==> src/core/abr_pkg.sv <==
// Shared constants and types for the block RAM pipeline controller.
package abr_pkg;

  // ------------------------------------------------------------
  // Pipeline depths
  // ------------------------------------------------------------
  localparam logic [1:0] ABR_PIPE_DEPTH = 2'h2;
  localparam logic [1:0] ABR_SKID_DEPTH = 2'h2;

  // ------------------------------------------------------------
  // AXI encodings
  // ------------------------------------------------------------
  localparam logic [1:0] ABR_BURST_FIXED = 2'h0;
  localparam logic [1:0] ABR_BURST_INCR  = 2'h1;
  localparam logic [1:0] ABR_BURST_WRAP  = 2'h2;
  localparam logic [1:0] ABR_RESP_OKAY   = 2'h0;

  // Smallest length field of a read burst that may merge with the next one (three beats).
  localparam logic [7:0] ABR_CONT_MIN_LEN = 8'h02;

  // ------------------------------------------------------------
  // Reset values
  // ------------------------------------------------------------
  localparam logic [1:0] ABR_CNT_RST   = 2'h0;
  localparam logic       ABR_READY_RST = 1'b1;

  // ------------------------------------------------------------
  // Owner of the shared memory port in single-port mode
  // ------------------------------------------------------------
  typedef enum logic [1:0] {
    ABR_OWN_NONE,
    ABR_OWN_WR,
    ABR_OWN_RD
  } abr_own_e;

endpackage

==> src/core/abr_pipe2.sv <==
// Two-entry in-order holding queue for address and identifier words.
module abr_pipe2
  import abr_pkg::*;
#(
  parameter int W = 8
) (
  input  wire logic         clk_sys,
  input  wire logic         rst_b,
  input  wire logic         push,
  input  wire logic [W-1:0] din,
  input  wire logic         pop,
  output logic      [W-1:0] dout,
  output logic      [1:0]   count
);

  logic [W-1:0] slot_q [2];
  logic [1:0]   cnt_q;

  assign dout  = slot_q[0];
  assign count = cnt_q;

  // ------------------------------------------------------------
  // Storage: slot 0 is always the oldest entry.
  // ------------------------------------------------------------
  always_ff @(posedge clk_sys or negedge rst_b) begin
    if (!rst_b) begin
      slot_q[0] <= '0;
      slot_q[1] <= '0;
      cnt_q     <= ABR_CNT_RST;
    end else begin
      case ({push, pop})
        2'b10: begin
          if (cnt_q == 2'h0) begin
            slot_q[0] <= din;
          end else begin
            slot_q[1] <= din;
          end
          cnt_q <= cnt_q + 2'h1;
        end
        2'b01: begin
          slot_q[0] <= slot_q[1];
          cnt_q     <= cnt_q - 2'h1;
        end
        2'b11: begin
          if (cnt_q == 2'h1) begin
            slot_q[0] <= din;
          end else begin
            slot_q[0] <= slot_q[1];
            slot_q[1] <= din;
          end
        end
        default: begin
          cnt_q <= cnt_q;
        end
      endcase
    end
  end

endmodule

==> src/core/abr_ctrl.sv <==
// AXI4 slave that runs pipelined read and write bursts onto block RAM ports.
// ------------------------------------------------------------
module abr_ctrl
  import abr_pkg::*;
#(
  parameter int DATA_W      = 32,
  parameter int AXI_AW      = 32,
  parameter int ID_W        = 4,
  parameter int MEM_AW      = 10,
  parameter bit SINGLE_PORT = 1'b0,
  parameter bit ECC         = 1'b0
) (
  input  wire logic                clk_sys,
  input  wire logic                rst_b,
  input  wire logic [ID_W-1:0]     s_axi_awid,
  input  wire logic [AXI_AW-1:0]   s_axi_awaddr,
  input  wire logic [7:0]          s_axi_awlen,
  input  wire logic [2:0]          s_axi_awsize,
  input  wire logic [1:0]          s_axi_awburst,
  input  wire logic                s_axi_awvalid,
  output logic                     s_axi_awready,
  input  wire logic [DATA_W-1:0]   s_axi_wdata,
  input  wire logic [DATA_W/8-1:0] s_axi_wstrb,
  input  wire logic                s_axi_wlast,
  input  wire logic                s_axi_wvalid,
  output logic                     s_axi_wready,
  output logic      [ID_W-1:0]     s_axi_bid,
  output logic      [1:0]          s_axi_bresp,
  output logic                     s_axi_bvalid,
  input  wire logic                s_axi_bready,
  input  wire logic [ID_W-1:0]     s_axi_arid,
  input  wire logic [AXI_AW-1:0]   s_axi_araddr,
  input  wire logic [7:0]          s_axi_arlen,
  input  wire logic [2:0]          s_axi_arsize,
  input  wire logic [1:0]          s_axi_arburst,
  input  wire logic                s_axi_arvalid,
  output logic                     s_axi_arready,
  output logic      [ID_W-1:0]     s_axi_rid,
  output logic      [DATA_W-1:0]   s_axi_rdata,
  output logic      [1:0]          s_axi_rresp,
  output logic                     s_axi_rlast,
  output logic                     s_axi_rvalid,
  input  wire logic                s_axi_rready,
  output logic                     mem_a_en,
  output logic      [DATA_W/8-1:0] mem_a_we,
  output logic      [MEM_AW-1:0]   mem_a_word_address,
  output logic      [DATA_W-1:0]   mem_a_wdata,
  input  wire logic [DATA_W-1:0]   mem_a_rdata,
  output logic                     mem_b_en,
  output logic      [MEM_AW-1:0]   mem_b_word_address,
  input  wire logic [DATA_W-1:0]   mem_b_rdata
);

  localparam int         STRB_W   = DATA_W / 8;
  localparam int         OFF      = $clog2(STRB_W);
  localparam int         QW       = ID_W + AXI_AW + 8 + 3 + 2;
  localparam logic [2:0] SIZE_FULL = 3'(OFF);
  localparam bit         EARLY_OK = !SINGLE_PORT && !ECC;

  // ------------------------------------------------------------
  // Address helpers
  // ------------------------------------------------------------
  function automatic logic [AXI_AW-1:0] next_addr(input logic [AXI_AW-1:0] a,
                                                  input logic [7:0]        len,
                                                  input logic [2:0]        size,
                                                  input logic [1:0]        burst);
    logic [AXI_AW-1:0] step;
    logic [AXI_AW-1:0] mask;
    step = AXI_AW'(1) << size;
    mask = ((AXI_AW'(len) + AXI_AW'(1)) << size) - AXI_AW'(1);
    case (burst)
      ABR_BURST_FIXED: next_addr = a;
      ABR_BURST_WRAP:  next_addr = (a & ~mask) | (((a & ~(step - AXI_AW'(1))) + step) & mask);
      default:         next_addr = (a & ~(step - AXI_AW'(1))) + step;
    endcase
  endfunction

  function automatic logic [MEM_AW-1:0] word_of(input logic [AXI_AW-1:0] a);
    word_of = a[MEM_AW+OFF-1:OFF];
  endfunction

  // ------------------------------------------------------------
  // Address pipelines
  // ------------------------------------------------------------
  logic [QW-1:0]     aw_head, ar_head;
  logic [1:0]        awq_cnt, arq_cnt, bq_cnt;
  logic              aw_hs, ar_hs, awq_pop, arq_pop, bq_push, bq_pop;
  logic [ID_W-1:0]   bq_din, bq_head;
  logic [ID_W-1:0]   awh_id, arh_id;
  logic [AXI_AW-1:0] awh_addr, arh_addr;
  logic [7:0]        awh_len, arh_len;
  logic [2:0]        awh_size, arh_size;
  logic [1:0]        awh_burst, arh_burst;

  assign aw_hs = s_axi_awvalid & s_axi_awready;
  assign ar_hs = s_axi_arvalid & s_axi_arready;
  assign {awh_id, awh_addr, awh_len, awh_size, awh_burst} = aw_head;
  assign {arh_id, arh_addr, arh_len, arh_size, arh_burst} = ar_head;

  abr_pipe2 #(.W(QW)) u_awq (
    .clk_sys (clk_sys),
    .rst_b   (rst_b),
    .push    (aw_hs),
    .din     ({s_axi_awid, s_axi_awaddr, s_axi_awlen, s_axi_awsize, s_axi_awburst}),
    .pop     (awq_pop),
    .dout    (aw_head),
    .count   (awq_cnt)
  );

  abr_pipe2 #(.W(QW)) u_arq (
    .clk_sys (clk_sys),
    .rst_b   (rst_b),
    .push    (ar_hs),
    .din     ({s_axi_arid, s_axi_araddr, s_axi_arlen, s_axi_arsize, s_axi_arburst}),
    .pop     (arq_pop),
    .dout    (ar_head),
    .count   (arq_cnt)
  );

  abr_pipe2 #(.W(ID_W)) u_bq (
    .clk_sys (clk_sys),
    .rst_b   (rst_b),
    .push    (bq_push),
    .din     (bq_din),
    .pop     (bq_pop),
    .dout    (bq_head),
    .count   (bq_cnt)
  );

  // ------------------------------------------------------------
  // Shared-port ownership
  // ------------------------------------------------------------
  abr_own_e own_q;
  logic     last_rd_q;
  logic     wok, rok;

  assign wok = !SINGLE_PORT || (own_q == ABR_OWN_WR);
  assign rok = !SINGLE_PORT || (own_q == ABR_OWN_RD);

  // ------------------------------------------------------------
  // Write engine
  // ------------------------------------------------------------
  logic              wact_q, held_q, wready_q;
  logic [AXI_AW-1:0] waddr_q;
  logic [7:0]        wcnt_q, wlen_q;
  logic [2:0]        wsize_q;
  logic [1:0]        wburst_q;
  logic [ID_W-1:0]   wid_q;
  logic [DATA_W-1:0] held_data_q;
  logic [STRB_W-1:0] held_strb_q;
  logic [1:0]        wout_q, wout_d;
  logic              w_hs, w_beat, w_done, w_cont, w_start, w_load, h_beat, h_done;
  logic              wact_d, held_d;

  assign w_hs    = s_axi_wvalid & wready_q;
  assign w_beat  = w_hs & wact_q;
  assign w_done  = w_beat & (wcnt_q == 8'h0);
  assign w_cont  = w_done && (awq_cnt != 2'h0) && (!SINGLE_PORT || arq_cnt == 2'h0);
  assign w_start = !wact_q && (awq_cnt != 2'h0) && wok;
  assign w_load  = w_start | w_cont;
  assign h_beat  = w_start & held_q;
  assign h_done  = h_beat & (awh_len == 8'h0);
  assign awq_pop = w_load;
  assign bq_push = w_done | h_done;
  assign bq_din  = w_done ? wid_q : awh_id;

  always_comb begin
    wact_d = wact_q;
    if (w_done) begin
      wact_d = 1'b0;
    end
    if (w_load) begin
      wact_d = !h_done;
    end
    held_d = (held_q & !h_beat) | (w_hs & !wact_q);
    wout_d = wout_q + {1'b0, aw_hs} - {1'b0, s_axi_bvalid & s_axi_bready};
  end

  always_ff @(posedge clk_sys or negedge rst_b) begin
    if (!rst_b) begin
      wact_q   <= 1'b0;
      waddr_q  <= '0;
      wcnt_q   <= 8'h0;
      wlen_q   <= 8'h0;
      wsize_q  <= 3'h0;
      wburst_q <= ABR_BURST_FIXED;
      wid_q    <= '0;
    end else begin
      wact_q <= wact_d;
      if (w_load) begin
        wid_q    <= awh_id;
        wlen_q   <= awh_len;
        wsize_q  <= awh_size;
        wburst_q <= awh_burst;
        if (h_beat) begin
          waddr_q <= next_addr(awh_addr, awh_len, awh_size, awh_burst);
          wcnt_q  <= awh_len - 8'h1;
        end else begin
          waddr_q <= awh_addr;
          wcnt_q  <= awh_len;
        end
      end else if (w_beat) begin
        waddr_q <= next_addr(waddr_q, wlen_q, wsize_q, wburst_q);
        wcnt_q  <= wcnt_q - 8'h1;
      end
    end
  end

  always_ff @(posedge clk_sys or negedge rst_b) begin
    if (!rst_b) begin
      held_q      <= 1'b0;
      held_data_q <= '0;
      held_strb_q <= '0;
      wready_q    <= 1'b0;
    end else begin
      held_q <= held_d;
      if (w_hs & !wact_q) begin
        held_data_q <= s_axi_wdata;
        held_strb_q <= s_axi_wstrb;
      end
      wready_q <= wact_d | (EARLY_OK & !wact_d & !held_d & (awq_cnt == 2'h0) & !aw_hs);
    end
  end

  // ------------------------------------------------------------
  // Write address admission and response
  // ------------------------------------------------------------
  logic awready_q, bvalid_q;
  logic [ID_W-1:0] bid_q;

  assign bq_pop = (!bvalid_q | s_axi_bready) & (bq_cnt != 2'h0);

  always_ff @(posedge clk_sys or negedge rst_b) begin
    if (!rst_b) begin
      wout_q    <= ABR_CNT_RST;
      awready_q <= ABR_READY_RST;
      bvalid_q  <= 1'b0;
      bid_q     <= '0;
    end else begin
      wout_q    <= wout_d;
      awready_q <= (wout_d < ABR_PIPE_DEPTH);
      if (bq_pop) begin
        bvalid_q <= 1'b1;
        bid_q    <= bq_head;
      end else if (s_axi_bready) begin
        bvalid_q <= 1'b0;
      end
    end
  end

  // ------------------------------------------------------------
  // Read engine
  // ------------------------------------------------------------
  logic              ract_q, rthr_q, rfly_q, rfly_last_q, sk1_v_q, rvalid_q;
  logic [AXI_AW-1:0] raddr_q;
  logic [7:0]        rcnt_q, rlen_q;
  logic [2:0]        rsize_q;
  logic [1:0]        rburst_q, occ;
  logic [ID_W-1:0]   rid_q, rfly_id_q;
  logic              r_pop, r_credit, r_issue, r_end, r_qual, r_cont, r_start, r_load;

  assign r_pop    = rvalid_q & s_axi_rready;
  assign occ      = {1'b0, rfly_q} + {1'b0, rvalid_q} + {1'b0, sk1_v_q};
  assign r_credit = (occ - {1'b0, r_pop}) < ABR_SKID_DEPTH;
  assign r_issue  = ract_q & rok & r_credit;
  assign r_end    = r_issue & (rcnt_q == 8'h0);
  assign r_qual   = (rlen_q >= ABR_CONT_MIN_LEN) && (rsize_q == SIZE_FULL)
                    && (rburst_q != ABR_BURST_FIXED) && !rthr_q;
  assign r_cont   = r_end && (arq_cnt != 2'h0) && r_qual
                    && (!SINGLE_PORT || awq_cnt == 2'h0);
  assign r_start  = !ract_q && (arq_cnt != 2'h0) && rok;
  assign r_load   = r_start | r_cont;
  assign arq_pop  = r_load;

  always_ff @(posedge clk_sys or negedge rst_b) begin
    if (!rst_b) begin
      ract_q   <= 1'b0;
      rthr_q   <= 1'b0;
      raddr_q  <= '0;
      rcnt_q   <= 8'h0;
      rlen_q   <= 8'h0;
      rsize_q  <= 3'h0;
      rburst_q <= ABR_BURST_FIXED;
      rid_q    <= '0;
    end else begin
      if (r_load) begin
        ract_q   <= 1'b1;
        rthr_q   <= 1'b0;
        raddr_q  <= arh_addr;
        rcnt_q   <= arh_len;
        rlen_q   <= arh_len;
        rsize_q  <= arh_size;
        rburst_q <= arh_burst;
        rid_q    <= arh_id;
      end else begin
        if (r_end) begin
          ract_q <= 1'b0;
        end
        if (ract_q & rok & !r_credit) begin
          rthr_q <= 1'b1;
        end
        if (r_issue) begin
          raddr_q <= next_addr(raddr_q, rlen_q, rsize_q, rburst_q);
          rcnt_q  <= rcnt_q - 8'h1;
        end
      end
    end
  end

  // ------------------------------------------------------------
  // Read data skid buffer: stage 0 drives the read channel.
  // ------------------------------------------------------------
  logic [DATA_W-1:0] rin_data, sk1_data_q, rdata_q;
  logic [ID_W-1:0]   sk1_id_q, rid_out_q;
  logic              sk1_last_q, rlast_q;

  assign rin_data = SINGLE_PORT ? mem_a_rdata : mem_b_rdata;

  always_ff @(posedge clk_sys or negedge rst_b) begin
    if (!rst_b) begin
      rfly_q      <= 1'b0;
      rfly_last_q <= 1'b0;
      rfly_id_q   <= '0;
    end else begin
      rfly_q      <= r_issue;
      rfly_last_q <= r_end;
      rfly_id_q   <= rid_q;
    end
  end

  always_ff @(posedge clk_sys or negedge rst_b) begin
    if (!rst_b) begin
      rvalid_q   <= 1'b0;
      rdata_q    <= '0;
      rlast_q    <= 1'b0;
      rid_out_q  <= '0;
      sk1_v_q    <= 1'b0;
      sk1_data_q <= '0;
      sk1_last_q <= 1'b0;
      sk1_id_q   <= '0;
    end else if (r_pop | !rvalid_q) begin
      if (sk1_v_q) begin
        rvalid_q  <= 1'b1;
        rdata_q   <= sk1_data_q;
        rlast_q   <= sk1_last_q;
        rid_out_q <= sk1_id_q;
        sk1_v_q   <= rfly_q;
      end else begin
        rvalid_q  <= rfly_q;
        rdata_q   <= rfly_q ? rin_data : rdata_q;
        rlast_q   <= rfly_q ? rfly_last_q : rlast_q;
        rid_out_q <= rfly_q ? rfly_id_q : rid_out_q;
      end
      if (rfly_q) begin
        sk1_data_q <= rin_data;
        sk1_last_q <= rfly_last_q;
        sk1_id_q   <= rfly_id_q;
      end
    end else if (rfly_q) begin
      sk1_v_q    <= 1'b1;
      sk1_data_q <= rin_data;
      sk1_last_q <= rfly_last_q;
      sk1_id_q   <= rfly_id_q;
    end
  end

  logic arready_q;

  always_ff @(posedge clk_sys or negedge rst_b) begin
    if (!rst_b) begin
      arready_q <= ABR_READY_RST;
    end else begin
      arready_q <= ((arq_cnt + {1'b0, ar_hs} - {1'b0, arq_pop}) < ABR_PIPE_DEPTH);
    end
  end

  // ------------------------------------------------------------
  // Single-port arbitration with least-recently-served tie break
  // ------------------------------------------------------------
  logic w_req, r_req;

  assign w_req = !wact_q && (awq_cnt != 2'h0);
  assign r_req = !ract_q && (arq_cnt != 2'h0);

  always_ff @(posedge clk_sys or negedge rst_b) begin
    if (!rst_b) begin
      own_q     <= ABR_OWN_NONE;
      last_rd_q <= 1'b0;
    end else if (SINGLE_PORT) begin
      case (own_q)
        ABR_OWN_NONE: begin
          if (w_req && (!r_req || last_rd_q)) begin
            own_q     <= ABR_OWN_WR;
            last_rd_q <= 1'b0;
          end else if (r_req) begin
            own_q     <= ABR_OWN_RD;
            last_rd_q <= 1'b1;
          end
        end
        ABR_OWN_WR: begin
          if ((w_done & !w_cont) | h_done) begin
            own_q <= ABR_OWN_NONE;
          end
        end
        ABR_OWN_RD: begin
          if (r_end & !r_cont) begin
            own_q <= ABR_OWN_NONE;
          end
        end
        default: begin
          own_q <= ABR_OWN_NONE;
        end
      endcase
    end
  end

  // ------------------------------------------------------------
  // Registered memory ports
  // ------------------------------------------------------------
  logic              mem_a_en_q, mem_b_en_q;
  logic [STRB_W-1:0] mem_a_we_q;
  logic [MEM_AW-1:0] mem_a_addr_q, mem_b_addr_q;
  logic [DATA_W-1:0] mem_a_wdata_q;

  always_ff @(posedge clk_sys or negedge rst_b) begin
    if (!rst_b) begin
      mem_a_en_q    <= 1'b0;
      mem_a_we_q    <= '0;
      mem_a_addr_q  <= '0;
      mem_a_wdata_q <= '0;
    end else begin
      mem_a_en_q <= w_beat | h_beat | (SINGLE_PORT & r_issue);
      mem_a_we_q <= '0;
      if (w_beat) begin
        mem_a_we_q    <= s_axi_wstrb;
        mem_a_addr_q  <= word_of(waddr_q);
        mem_a_wdata_q <= s_axi_wdata;
      end else if (h_beat) begin
        mem_a_we_q    <= held_strb_q;
        mem_a_addr_q  <= word_of(awh_addr);
        mem_a_wdata_q <= held_data_q;
      end else if (SINGLE_PORT & r_issue) begin
        mem_a_addr_q <= word_of(raddr_q);
      end
    end
  end

  always_ff @(posedge clk_sys or negedge rst_b) begin
    if (!rst_b) begin
      mem_b_en_q   <= 1'b0;
      mem_b_addr_q <= '0;
    end else begin
      mem_b_en_q <= !SINGLE_PORT & r_issue;
      if (!SINGLE_PORT & r_issue) begin
        mem_b_addr_q <= word_of(raddr_q);
      end
    end
  end

  // ------------------------------------------------------------
  // Outputs
  // ------------------------------------------------------------
  logic [1:0] resp_q;

  always_ff @(posedge clk_sys or negedge rst_b) begin
    if (!rst_b) begin
      resp_q <= ABR_RESP_OKAY;
    end else begin
      resp_q <= ABR_RESP_OKAY;
    end
  end

  assign s_axi_awready      = awready_q;
  assign s_axi_wready       = wready_q;
  assign s_axi_bid          = bid_q;
  assign s_axi_bresp        = resp_q;
  assign s_axi_bvalid       = bvalid_q;
  assign s_axi_arready      = arready_q;
  assign s_axi_rid          = rid_out_q;
  assign s_axi_rdata        = rdata_q;
  assign s_axi_rresp        = resp_q;
  assign s_axi_rlast        = rlast_q;
  assign s_axi_rvalid       = rvalid_q;
  assign mem_a_en           = mem_a_en_q;
  assign mem_a_we           = mem_a_we_q;
  assign mem_a_word_address = mem_a_addr_q;
  assign mem_a_wdata        = mem_a_wdata_q;
  assign mem_b_en           = mem_b_en_q;
  assign mem_b_word_address = mem_b_addr_q;

endmodule

==> config.mk <==
export PLATFORM = sky130hd
export DESIGN_NAME = abr_ctrl
export DESIGN_NICKNAME = d
export VERILOG_FILES = /design/src/core/abr_pkg.sv /design/src/core/abr_pipe2.sv /design/src/core/abr_ctrl.sv
export SDC_FILE = /design/constraint.sdc
export NUM_CORES = 1
export LEC_CHECK = 0
export CORE_ASPECT_RATIO = 0.9
export CORE_MARGIN = 2
export CORE_UTILIZATION = 40
export DETAILED_ROUTE_END_ITERATION = 8
export DONT_BUFFER_PORTS = 1
export REMOVE_ABC_BUFFERS = 1
export SLEW_MARGIN = 20
export SYNTH_ARGS = -nofsm -noshare
export SYNTH_HDL_FRONTEND = slang
export SYNTH_SLANG_ARGS = --single-unit
==> constraint.sdc <==
create_clock -name clk_sys -period 4.4 [get_ports clk_sys]
set_input_delay 0.44 -clock clk_sys [delete_from_list [all_inputs] [get_ports clk_sys]]
set_output_delay 0.44 -clock clk_sys [all_outputs]
set_load 0.05 [all_outputs]
==> results.py <==
metrics = {
    "outcome": {
        "outcome": "finished with violations",
        "violations": "negative hold slack",
    },
    "synthesis": {
        "synth_edf_count": 0,
        "syn_area_mm2": 0.0216,
        "syn_area_per_cell_um2": 9.61,
        "yosys_warnings": 0,
        "ys_seq_area_frac": 0.456,
        "yosysMostFrequentCell": "dfrtp_1",
        "syn_inst": 2245,
        "synth_seq_cells": 393,
        "synthFlopType": "dfrtp_1",
        "yosys-top-cells-count": "391 x dfrtp_1, 262 x nand2_1, 190 x nor2_1, 169 x a21oi_1, 147 x o21ai_0",
        "async_reset_ff_frac": 1.00,
        "ys_types": 92,
        "yosysTopAreaCell": "dfrtp_1",
        "yosysTopAreaCellShare": 0.453,
        "synth.area.top_cells": "dfrtp_1 45%, mux2_2 7.3%, mux2i_1 4.8%, nand2_1 4.6%, a21oi_1 3.9%",
    },
    "final_layout": {
        "fill_cells": 4909,
        "syn_to_final_growth_pct": 14.2,
        "layout.nets": 2528,
        "stdcell_area_mm2": 0.0246,
        "n_antenna_cell": 0,
        "layout-drive-gt1-share": 0.126,
    },
    "critical_path": {
        "crit_chain": "buf_4 > and3_2 > nand2_1 > or3_1 > or3_1 > nand2_1 > nand2_2 > inv_2 > ha_1 > nand2_1 > o211ai_1 > buf_4 > mux2_2",
        "crit_path_frequent_cell": "nand2_1",
        "reg2reg_slack_ps": 530,
        "path_max_fanout": 29,
        "cp-end-kind": "register",
        "reg2regPathDepth": 13,
        "crit_start": "s_axi_wready",
        "cp_slowest_cell": "or3_1",
        "endpoint": "u_awq.slot_q[6]",
        "crit_required_ps": 4840,
        "slowest_delay_ps": 520,
        "worstPathArrival_ps": 4310,
        "startpoint_type": "register",
        "reg2reg_to": "u_awq.slot_q[6]",
        "path_class": "reg2reg",
        "reg2reg_from": "s_axi_wready",
    },
    "worst_hold_path": {
        "worst_hold_path_type": "in2async",
    },
    "floorplan": {
        "fp.coreArea_mm2": 0.0532,
        "die_y_um": 224,
        "initial_utilization": 0.406,
        "die_x_um": 249,
        "rows": 80,
        "dieArea_mm2": 0.0558,
        "boundaryPins": 314,
    },
    "global_routing": {
        "grt.overflow.total": 0,
        "antenna_found_initial": 1,
        "grt_pass1_wl_mm": 93.0,
        "grt_pass1_vias": 17100,
        "grt_usage": 0.203,
        "grt_max_degree": 394,
    },
    "routing": {
        "drt-pass1-iter-count": 6,
        "wl_per_cell_um": 19.0,
        "ant_nets": 0,
        "vias": 17200,
        "drc": 0,
        "via_per_inst": 5.72,
        "wl_mm": 57.4,
        "drt_iter0_markers": 1178,
    },
    "clocking": {
        "clk_latency_ps": 580,
        "root_buffer": "clkbuf_16",
        "clk_pin_slew_ps": 60,
        "clock_sinks": 393,
        "htreeDepth": 2,
        "clockBufferDepth": 3,
        "cts_tree": "yes",
        "ctsHoldBuffers": 118,
        "cts_made_buffers": 43,
    },
    "placed_design": {
        "gp_congestion": 0.862,
        "dpl_cell_area_mm2": 0.0220,
        "dp_hpwl_mm": 37.6,
        "port_buffers": 0,
    },
    "timing": {
        "slew-limit-headroom": 0.189,
        "rsz0062_at_grt": "no",
        "hold_viol_final": 392,
        "period_share": 0.880,
        "final.setup_skew_ps": 27.9,
        "finalSetupTns_ps": 0,
        "whs_ps": -415,
        "setup_viol": 0,
        "fin_crit_ps": 3870,
        "drv_slew": 0,
        "clock.fmax_mhz": 258,
        "tightest_slew_ps": 1220,
    },
    "pwr": {
        "p_leak_nw": 10.6,
        "ir_worst_vdd_mv": 0.453,
        "power_mw": 19.3,
        "pwr_density_cell_mw_per_mm2": 784,
    },
    "run": {
        "maxCapViolCount": 0,
    },
}
## worst min-delay path by stage
stage | startpoint | to | slack, ps
2_1_floorplan | rst_b | async pin | 140
3_3_place_gp | rst_b | u_bq.dout[1] | 150
3_5_place_dp | rst_b | s_axi_bid[0] | 150
4_1_cts | rst_b | wlen_q[3] | -470
5_1_grt | rst_b | s_axi_bid[0] | -450
6_report | rst_b | s_axi_bid[0] | -420
## per-stage QoR
| stage | setup WS (ps) | std cells | util |
|---|---|---|---|
| after floorplan | -2030 | 2079 | - |
| after global placement | 538 | 2817 | 0.415 |
| after detailed placement | 531 | 2817 | 0.415 |
| after CTS | 515 | 3014 | 0.464 |
| after global routing | 210 | 3014 | 0.464 |
| final | 530 | 3014 | 0.464 |
## placed cells by master (no fill, tap or decap), types with 9 or more instances in the layout
cell type,n
a2111oi_0,9
a211oi_1,21
a21oi_1,167
a22oi_1,66
a31oi_1,21
and2_1,18
and3_1,10
and4_1,10
buf_4,41
clkbuf_1,9
clkbuf_16,44
dfrtp_1,389
dlygate4sd3_1,118
ha_1,38
inv_1,57
mux2_2,139
mux2i_1,104
nand2_1,261
nand2b_1,17
nand3_1,26
nand4_1,17
nand4b_1,9
nor2_1,187
nor2b_1,21
nor3_1,30
nor4_1,17
o211ai_1,19
o21a_1,10
o21ai_0,147
o221ai_1,11
o31ai_1,10
or3_1,9
xnor2_1,49
xor2_1,29
## per-layer routing
layer	vias to the layer above	global-route usage	wire, um
met4	0	0.0583	1430
met1	8579	0.281	26300
met2	462	0.330	26700
met5	-	0	0
li1	8123	-	-
met3	85	0.0323	3000
## logic make-up (layout without fill, tap and decap cells)
logic type,Yosys count,after routing,synth area share
simple gates,677,677,0.148
compound gates,581,581,0.171
flops,393,393,0.456
mux,246,246,0.124
buf+inv,229,298,0.0461
xor+xnor,78,78,0.0317
fa+ha+maj,40,40,0.0234
other cells,1,4,0.000174
## flip-flops by register name (all words and copies together), names as in the netlist, 8 cells and up, named ones only
register            count
mem_b_word_address     10
mem_a_wdata            32
rcnt_q                  8
s_axi_rdata            32
u_arq.slot_q           29
u_awq.slot_q           29
rlen_q                  8
sk1_data_q             32
u_arq.dout             29
held_data_q            32
wlen_q                  8
wcnt_q                  8
u_awq.dout             29
mem_a_word_address     10
## cell type report
class | count | area, um^2 | share of cell area
Clock buffer | 59 | 1220 | 0.0494
Clock inverter | 20 | 198 | 0.00802
Inverter | 60 | 225 | 0.00914
Multi-Input combinational cell | 1626 | 10800 | 0.438
Sequential cell | 393 | 9840 | 0.399
Tap cell | 697 | 872 | 0.0354
Timing Repair Buffer | 159 | 1490 | 0.0604
## worst max-delay path, delay by kind of cell, from the launching register on
family,cells,cell delay [ps]
and+or+nand+nor,7,1810
adders and majority gates,1,220
DFF,1,320
AOI/OAI and AO/OA,1,100
buffers and inverters,3,920
muxes,1,400
## report_power, final
group	internal, mW	leakage, nW	switching (mW)
Clock	2.08	0.691	1.54
Combinational	3.34	5.19	4.66
Sequential	5.12	4.70	2.58
## repair_timing
item,4_1_cts,5_1_grt
buffers inserted,0,0
gates resized for setup,0,0
endpoints found under the hold margin,544,392
Power figures use the tool's default switching activity.
